File: config.mk
export PLATFORM = sky130hd
export DESIGN_NAME = ioexp_access_reg
export DESIGN_NICKNAME = d
export VERILOG_FILES = /design/src/ioexp_pkg.sv /design/src/ioexp_access_reg.sv
export SDC_FILE = /design/constraint.sdc
export NUM_CORES = 1
export LEC_CHECK = 0
export ABC_AREA = 1
export BUFFER_PORTS_ARGS = -buffer_cell sky130_fd_sc_hd__buf_4
export CAP_MARGIN = 20
export CELL_PAD_IN_SITES_DETAIL_PLACEMENT = 2
export CELL_PAD_IN_SITES_GLOBAL_PLACEMENT = 2
export CORE_ASPECT_RATIO = 1.4
export CORE_MARGIN = 2
export CORE_UTILIZATION = 31
export DETAILED_ROUTE_END_ITERATION = 8
export GPL_TIMING_DRIVEN = 0
export HOLD_SLACK_MARGIN = 0.08
export PLACE_DENSITY = 0.91
export SETUP_SLACK_MARGIN = 0.3
export SYNTH_ARGS = -nofsm -noshare
export SYNTH_HDL_FRONTEND = slang
export SYNTH_SLANG_ARGS = --single-unit
File: constraint.sdc
create_clock -name clk -period 9.1 [get_ports clk]
set_input_delay 0.455 -clock clk [delete_from_list [all_inputs] [get_ports clk]]
set_output_delay 0.455 -clock clk [all_outputs]
set_load 0.01 [all_outputs]
File: src/ioexp_pkg.sv
// Operation
// - A read of the pin value field returns the cached pin image of the selected expander.
// - Pin value writes are dropped while the override test bit is clear.
// - In test mode the selected expander outputs come from the written pin values.
// - Pin value bits that map to expander inputs never take writes.
// - Writing one to the refresh bit starts a transaction that refreshes the expander image.
// - The refresh bit is a trigger and always reads as zero.
// - The override test bit makes the core outputs ignored; written values go out on refresh.
// - The select field picks expander zero to four; other codes are reserved.
// - The completion flag is set when the selected expander transaction ends; write one clears.
// - Every transaction uses the 7-bit bus address held for that expander.
package ioexp_pkg;

	////////////////////////////////////////////////////////////////////////////
	// Register map
	localparam logic [11:0] IOEXP_CTRL_OFS  = 12'h0430;
	localparam logic [11:0] IOEXP_ADDR0_OFS = 12'h0434;
	localparam logic [11:0] IOEXP_ADDR1_OFS = 12'h0438;
	localparam logic [11:0] IOEXP_IRQST_OFS = 12'h0440;
	localparam logic [11:0] IOEXP_IRQMK_OFS = 12'h0444;

	////////////////////////////////////////////////////////////////////////////
	// Control and address register fields
	localparam int IOEXP_PIN_W       = 16;
	localparam int IOEXP_REFRESH_BIT = 24;
	localparam int IOEXP_TEST_BIT    = 25;
	localparam int IOEXP_SEL_LSB     = 26;
	localparam int IOEXP_SEL_W       = 4;
	localparam int IOEXP_DONE_BIT    = 31;
	localparam int IOEXP_BUSADDR_W   = 7;
	localparam int IOEXP_BUSADDR_LSB = 1;
	localparam int IOEXP_BUSADDR_PITCH = 8;
	localparam int IOEXP_PER_BANK    = 4;
	localparam int IOEXP_MAX_EXP     = 5;

	////////////////////////////////////////////////////////////////////////////
	// Reset values
	localparam logic [15:0] IOEXP_PIN_RST  = 16'h0000;
	localparam logic [6:0]  IOEXP_ADDR_RST = 7'h00;
	localparam logic [3:0]  IOEXP_SEL_RST  = 4'h0;

	////////////////////////////////////////////////////////////////////////////
	// Request to the bus master engine
	typedef struct packed {
		logic [6:0]  busAddr;
		logic [2:0]  expander;
		logic [15:0] outValue;
		logic        testMode;
	} ioexp_req_t;

	// Register bus read and write group
	typedef struct packed {
		logic        wr;
		logic        rd;
		logic [11:0] addr;
		logic [31:0] wdata;
	} ioexp_bus_t;

	typedef enum logic [1:0] {
		IOEXP_IDLE = 2'b01,
		IOEXP_BUSY = 2'b10
	} ioexp_state_t;

endpackage : ioexp_pkg

File: src/ioexp_access_reg.sv
// Strobed register access was left to the implementer.
`timescale 1ns/100ps
module ioexp_access_reg
	import ioexp_pkg::*;
#(
	parameter int N_EXP = IOEXP_MAX_EXP
)
(
	// Clock and reset
	input  wire logic                  clk,
	input  wire logic                  rst,
	// Register port
	input  wire ioexp_bus_t            bus,
	output      logic [31:0]           rdata,
	// Core pin values and direction, one entry per expander
	input  wire logic [N_EXP-1:0][15:0] coreOut,
	input  wire logic [N_EXP-1:0][15:0] outMask,
	// Bus master engine link
	output      logic                  smbStart,
	output      ioexp_req_t            smbReq,
	input  wire logic                  smbDone,
	input  wire logic [15:0]           smbRdData,
	// Interrupt
	output      logic                  irq
);

	////////////////////////////////////////////////////////////////////////////
	// Elaboration check: address bank layout holds five expanders
	// The request's three-bit index would allow eight; the read-back bank layout sets five as the ceiling
	if (N_EXP < 1 || N_EXP > IOEXP_MAX_EXP)
	begin : gBadN
		$error("N_EXP out of range");
	end

	////////////////////////////////////////////////////////////////////////////
	// Declarations
	ioexp_state_t state;
	ioexp_state_t next_state;
	logic [15:0]  cache [N_EXP];
	logic [6:0]   busAddr [N_EXP];
	logic [3:0]   sel;
	logic         testMode;
	logic         doneFlag;
	logic         irqStatus;
	logic         irqMask;
	logic         ctrlWr;
	logic         bank0Wr;
	logic         bank1Wr;
	logic         stWr;
	logic         mkWr;
	logic [3:0]   wSel;
	logic         wTest;
	logic         wSelValid;
	logic         selValid;
	logic         launch;
	logic         doneEvent;
	logic [15:0]  selPins;
	logic [15:0]  sendOut;
	logic [31:0]  bank0Rd;
	logic [31:0]  bank1Rd;
	logic [31:0]  next_rdata;

	////////////////////////////////////////////////////////////////////////////
	// Address decode
	// One strobe hits at most one register, so the chain needs no priority
	always_comb
	begin
		ctrlWr  = 1'b0;
		bank0Wr = 1'b0;
		bank1Wr = 1'b0;
		stWr    = 1'b0;
		mkWr    = 1'b0;
		if (bus.wr && bus.addr == IOEXP_CTRL_OFS)
			ctrlWr = 1'b1;
		else if (bus.wr && bus.addr == IOEXP_ADDR0_OFS)
			bank0Wr = 1'b1;
		else if (bus.wr && bus.addr == IOEXP_ADDR1_OFS)
			bank1Wr = 1'b1;
		else if (bus.wr && bus.addr == IOEXP_IRQST_OFS)
			stWr = 1'b1;
		else if (bus.wr && bus.addr == IOEXP_IRQMK_OFS)
			mkWr = 1'b1;
	end

	// Fields of the incoming control write
	assign wSel  = bus.wdata[IOEXP_SEL_LSB +: IOEXP_SEL_W];
	assign wTest = bus.wdata[IOEXP_TEST_BIT];
	assign wSelValid = (wSel < 4'(N_EXP));
	assign selValid  = (sel < 4'(N_EXP));

	////////////////////////////////////////////////////////////////////////////
	// Select and test mode fields
	always_ff @(posedge clk or posedge rst)
	begin
		if (rst)
		begin
			sel      <= IOEXP_SEL_RST;
			testMode <= 1'b0;
		end
		else if (ctrlWr)
		begin
			sel      <= wSel;
			testMode <= wTest;
		end
	end

	////////////////////////////////////////////////////////////////////////////
	// Per-expander pin cache and bus address
	for (genvar g = 0; g < N_EXP; g++)
	begin : gExp
		localparam int BANK = g / IOEXP_PER_BANK;
		localparam int POS  = (g % IOEXP_PER_BANK) * IOEXP_BUSADDR_PITCH + IOEXP_BUSADDR_LSB;

		// Completion wins over a same-cycle test write: it is the newer image
		always_ff @(posedge clk or posedge rst)
		begin
			if (rst)
				cache[g] <= IOEXP_PIN_RST;
			else if (doneEvent && smbReq.expander == 3'(g))
				cache[g] <= (smbRdData & ~outMask[g]) | (smbReq.outValue & outMask[g]);
			else if (ctrlWr && wTest && wSel == 4'(g))
				cache[g] <= (cache[g] & ~outMask[g]) | (bus.wdata[15:0] & outMask[g]);
		end

		always_ff @(posedge clk or posedge rst)
		begin
			if (rst)
				busAddr[g] <= IOEXP_ADDR_RST;
			else if ((BANK == 0 && bank0Wr) || (BANK == 1 && bank1Wr))
				busAddr[g] <= bus.wdata[POS +: IOEXP_BUSADDR_W];
		end
	end

	////////////////////////////////////////////////////////////////////////////
	// Pin image of the selected expander
	always_comb
	begin
		selPins = 16'h0000;
		if (selValid)
			selPins = cache[3'(sel)];
	end

	// Output values sent with a refresh of the written expander
	// Sampled at the write itself, so later core changes do not leak in
	always_comb
	begin
		sendOut = 16'h0000;
		if (wSelValid)
		begin
			if (wTest)
				sendOut = bus.wdata[15:0] & outMask[3'(wSel)];
			else
				sendOut = coreOut[3'(wSel)] & outMask[3'(wSel)];
		end
	end

	////////////////////////////////////////////////////////////////////////////
	// Transaction control
	// Launch only from idle: the engine serves one transaction at a time
	// Refresh bit launches
	assign launch    = ctrlWr && bus.wdata[IOEXP_REFRESH_BIT] && wSelValid && state == IOEXP_IDLE;
	// A stray done while idle is ignored
	assign doneEvent = smbDone && state == IOEXP_BUSY;

	always_comb
	begin
		next_state = state;
		case (state)
			IOEXP_IDLE:
				if (launch)
					next_state = IOEXP_BUSY;
			IOEXP_BUSY:
				if (smbDone)
					next_state = IOEXP_IDLE;
			default:
				next_state = IOEXP_IDLE;
		endcase
	end

	// State register
	always_ff @(posedge clk or posedge rst)
	begin
		if (rst)
			state <= IOEXP_IDLE;
		else
			state <= next_state;
	end

	// A refresh written while busy is dropped, not queued
	always_ff @(posedge clk or posedge rst)
	begin
		if (rst)
		begin
			smbStart <= 1'b0;
			smbReq   <= '0;
		end
		else
		begin
			smbStart <= launch;
			if (launch)
			begin
				smbReq.busAddr  <= busAddr[3'(wSel)];
				smbReq.expander <= 3'(wSel);
				smbReq.outValue <= sendOut;
				smbReq.testMode <= wTest;
			end
		end
	end

	////////////////////////////////////////////////////////////////////////////
	// Completion flag and interrupt
	// Done only reports the expander that is still selected
	always_ff @(posedge clk or posedge rst)
	begin
		if (rst)
			doneFlag <= 1'b0;
		else if (doneEvent && selValid && smbReq.expander == 3'(sel))
			doneFlag <= 1'b1;
		else if (ctrlWr && bus.wdata[IOEXP_DONE_BIT])
			doneFlag <= 1'b0;
	end

	// Sticky status, set on every completion
	always_ff @(posedge clk or posedge rst)
	begin
		if (rst)
			irqStatus <= 1'b0;
		else if (doneEvent)
			irqStatus <= 1'b1;
		else if (stWr && bus.wdata[0])
			irqStatus <= 1'b0;
	end

	// Mask register
	always_ff @(posedge clk or posedge rst)
	begin
		if (rst)
			irqMask <= 1'b0;
		else if (mkWr)
			irqMask <= bus.wdata[0];
	end

	// Level output, high while the unmasked status stands
	assign irq = irqStatus & irqMask;

	////////////////////////////////////////////////////////////////////////////
	// Read path
	// The second bank carries only the fifth expander address
	always_comb
	begin
		bank0Rd = 32'h0000_0000;
		bank1Rd = 32'h0000_0000;
		for (int i = 0; i < N_EXP; i++)
		begin
			if (i < IOEXP_PER_BANK)
				bank0Rd[i * IOEXP_BUSADDR_PITCH + IOEXP_BUSADDR_LSB +: IOEXP_BUSADDR_W] = busAddr[i];
			else
				bank1Rd[IOEXP_BUSADDR_LSB +: IOEXP_BUSADDR_W] = busAddr[i];
		end
	end

	always_comb
	begin
		next_rdata = 32'h0000_0000;
		if (bus.addr == IOEXP_CTRL_OFS)
		begin
			next_rdata[15:0] = selPins;
			next_rdata[IOEXP_REFRESH_BIT] = 1'b0;
			next_rdata[IOEXP_TEST_BIT] = testMode;
			next_rdata[IOEXP_SEL_LSB +: IOEXP_SEL_W] = sel;
			next_rdata[IOEXP_DONE_BIT] = doneFlag;
		end
		else if (bus.addr == IOEXP_ADDR0_OFS)
			next_rdata = bank0Rd;
		else if (bus.addr == IOEXP_ADDR1_OFS)
			next_rdata = bank1Rd;
		else if (bus.addr == IOEXP_IRQST_OFS)
			next_rdata[0] = irqStatus;
		else if (bus.addr == IOEXP_IRQMK_OFS)
			next_rdata[0] = irqMask;
	end

	// Read data held only in the cycle after the strobe
	always_ff @(posedge clk or posedge rst)
	begin
		if (rst)
			rdata <= 32'h0000_0000;
		else if (bus.rd)
			rdata <= next_rdata;
		else
			rdata <= 32'h0000_0000;
	end

endmodule : ioexp_access_reg

Word-level counts from Yosys, hierarchy flattened --
Index checks and enable logic that the tools add are counted.
Cells by class: $lt $le $gt $ge 5, eq/ne operators 18, mux-type cells 56, bitwise logic cells 40, reductions and logical operators 34
Operators with widths (count):
- $and A16 B16 Y16 | 22
- $mux W16 | 18
- $or A16 B16 Y16 | 10
- $bmux W16 S3 | 3
- $not A16 Y16 | 5
- $mux W32 | 2
- $eq A12 B11 Y1 const B | 5
- $logic_and A1 B1 Y1 | 24
- $mux W1 | 24
- $bmux W7 S3 | 1
- $mux W7 | 3
- $reduce_bool A2 Y1 | 7
- $eq A4 B2 Y1 const B | 2
- $ge A4 B4 Y1 const B | 2
- $lt A4 B3 Y1 const B | 2
- $mux W8 | 1
- $not A3 Y4 | 2
- $eq A3 B2 Y1 const B | 2
- $mux W6 | 1
- $eq A4 B1 Y1 const B | 1
- $eq A4 B3 Y1 const B | 1
- $logic_not A4 Y1 | 1
- $lt A3 B4 Y1 const B | 1
- $mux W2 | 2
- other kinds (10) | 11
Storage, ports and cells: register bits after elaboration 185, bits of input ports 225, word-level logic and storage cells 175

Depth between registers and ports, before layout --
word-level depth 9, gate-level depth with buffers 12, depth with buffers taken out 11

Worst setup path after synthesis --
OpenSTA, ideal clock, no wires.
path kind input to register, from input bus[43] (netlist name), to register with a tool-made name, library setup time 0.124 ns, data arrival time 1.557 ns, slack 7.419 ns, stages 10, path buffers 2, cell sequence inv_1 > nand2_1 > nor2_2 > nand3_4 > nor2_4 > buf_4 > buf_2 > nand4_1 > nand2_1 > nand3_1
RTL lines:
- start, declared | RTL line ioexp_access_reg.sv:13 | input wire ioexp_bus_t bus,

==> impl_results.md <==
- Horiz. Die Dim: around 180 microns
- Die Y: 246.8 microns
- WP data required: 9.47 ns
- TritonCTS buffer count: 17
- Core Footprint: between 40000 and 50000 sq um
- Relative slew slack: around a fifth
- PostCTS Resize Cnt: 0
- Sequential share of the synthesized area: between 30% and 40%
- Area delta synth->final: 26.10%
- Site Rows: a little under 90
- Largest stage delay, worst path: between 0.8 and 0.9 ns
- Post-Layout Inst Area: roughly 16000 sq um
- Crit path arrival time: ~3.2 ns
- CP max stage cell: nor3_1
- Post-synth top area share: 34.89%
- Nets: between 2k and 3k
- Clk Latency, worst-skew pair: 0.48 ns
- Clk Tree Root Cell: clkbuf_16
- Largest net degree at the start of global routing: approximately 120
- EDFF count, synth: 0
- CTS tree: built
- Most frequent cells in the layout: nand2_1 (640), buf_4 (284), nand3_1 (271)
- Util after Layout: just under 40%
- Clk sink count: between 150 and 200
- Fin. max-slew vios: 0
- Maximum VDD drop: 0.1314 mV
- DR WL/cell: between 20 and 30 microns
- ANT nets after route: 0
- Worst-case clock skew: around 0.017 ns
- CP cell instances: inv_1, nand2_1, nor3_1, clkbuf_1, nor2_1, nand3_1, nand3_1
- Total Routing Usage GR: between 30% and 40%
- Grt total ovfl: 0
- WS Path Type: flip-flop to flip-flop
- YS warnings: 0
- Final hold violations: 0
- Worst hold-check path type: primary input to asynchronous set/reset pin
- Clk pin slew, worst setup/hold paths: 0.09 ns
- FF+latch count, synth: ~180
- Max-Cap Viols: 0
- Worst R2R Setup Slack: ~6.3 ns
- Syn avg cell area: roughly 6.3 sq um
- Largest area contributor in the netlist: dfrtp_1
- Outcome: completed
- Pwr/cell area: around 120 nW/um^2
- Initial Util: 31.18%
- Period minus WS final: 2.830 ns
- Cts hold-fix bufs: 0
- Routability congestion estimate: just under 1
- Tcrit/Tclk final: between 30% and 40%
- Setup Buffers After CTS: 0
- Top Ports: about 290
- Most frequent CP cell: nand3_1
- DR iter-0 viols: between 1k and 1.5k
- Via count: between 15k and 20k
- Worst-Margin Slew: ~1.2 ns
- Syn Inst Count: approximately 2.1k
- Crit. End Element: flip-flop
- CP Max Fanout: 10
- CP top delay family: simple AND/OR/NAND/NOR gates
- Post-DP HPWL: between 60000 and 70000 microns
- Buffers and inverters on the worst path: 2
- Post-DR vias/cell: 5.864
- First-pass GRT wire length: 121300 microns
- Fmax: between 300 and 400 MHz
- Initial antenna violation count: 4
- Drt drc: 0
- Primary FF master, synth: dfrtp_1
- Commonest non-fill, non-tap cell in the layout: nand2_1
- Cell Area, Placed: 15840 sq um
- Setup TNS Final: 0 ns
- Synth Cell Area: roughly 13000 sq um
- Total wire length: about 83000 microns
- Worst R2R Path Depth: 7
- RSZ-0062 raised after global routing: false
- Vias in the first global route: 19.28k
- Critical path startpoint category: flip-flop
- Final setup violation count: 0
- P_leak: ~8.2 nW
- Synth top area cells: dfrtp_1 (35%), nand2_1 (18%), nand3_1 (10%)
- Number of port buffers: 274
- Async set-reset flop share out of synthesis: between 90% and 100%
- Unique cell type count in the Yosys netlist: 38
- Share of cells above drive strength 1: ~17%
- TritonRoute pass-1 iters: 5
- Full die area: around 44000 sq um
- CTS Buffer Depth: 2
- Reg-to-Reg Start: smbReq[19]
- Clock H-tree levels: 4
-- through the flow --
stage	hold WS, ns	total power, mW	std cells	setup WS (ns)
detailed placement	0.4990	1.152	2908	6.280
global route	0.2309	2.004	2944	6.225
global placement	0.4809	1.137	2906	0.6957
floorplan	0.4668	0.9531	2086	3.675
CTS	0.2031	1.945	2940	6.455
finish	0.1648	1.961	2945	6.270
-- layout make-up --
class	instances	area (sq um)
clock inverters	15	170.2
multi-input cells	1563	7119
flip-flops and latches	183	4581
clock buffers	17	425.4
plain buffers	120	533.0
diodes	4	10.01
inverters	220	833.3
fillers	5229	25410
well taps	546	683.2
repair buffers	277	2107
-- cells by family after synthesis --
| family | count (synthesis) | synth area share (%) |
|---|---|---|
| AND/OR/NAND/NOR | 1259 | 42.32 |
| buffers and inverters | 340 | 10.41 |
| AO/OA/AOI/OAI | 300 | 12.02 |
| flip-flops | 183 | 35.09 |
| XOR/XNOR | 2 | 0.1342 |
| other | 1 | 0.02872 |
-- how the worst max path moves through the flow --
| stage | startpoint | end | cells after the start |
|---|---|---|---|
| floorplan | rst | asynchronous set/reset pin | 1 |
| global placement | rst | asynchronous set/reset pin | 2 |
| detailed placement | bus[26] | smbReq[16] | 10 |
| CTS | smbReq[19] | flip-flop | 7 |
| global route | smbReq[19] | flip-flop | 7 |
| finish | smbReq[19] | flip-flop | 7 |
-- cell usage after synthesis (2+ instances only) --
| cell type | instances |
|---|---|
| inv_1 | 204 |
| nor2_2 | 12 |
| o21ai_1 | 3 |
| a21oi_1 | 90 |
| o21a_1 | 2 |
| o21bai_1 | 4 |
| nor2_4 | 10 |
| nand2_1 | 640 |
| o21ai_0 | 181 |
| and3_1 | 2 |
| buf_4 | 9 |
| buf_1 | 21 |
| clkinv_1 | 4 |
| clkbuf_1 | 51 |
| o31ai_1 | 5 |
| nor3b_1 | 7 |
| nand3_1 | 271 |
| nand2_2 | 4 |
| inv_2 | 12 |
| nor2_1 | 196 |
| nor3_1 | 12 |
| dfrtp_1 | 182 |
| o211ai_1 | 3 |
| clkbuf_2 | 3 |
| a22oi_1 | 10 |
| or2_2 | 2 |
| nand4_1 | 99 |
| buf_2 | 36 |
-- where the power goes --
part / switching, mW / total (mW) / internal (mW) / leakage (nW)
clock network: 0.440 / 0.813 / 0.373 / 0.289
registers: 0.00150 / 0.815 / 0.814 / 2.07
logic: 0.225 / 0.333 / 0.107 / 5.80
-- metal layers --
layer  track usage (%)  routed length, microns  vias up
met4             30.16                    7305        2
li1                  -                       -     7371
met1             41.18                   29520     8635
met2             64.88                   40520      879
met3             6.704                    5713      383
met5            0.3472                      12        -
Power figures use the tool's default switching activity.
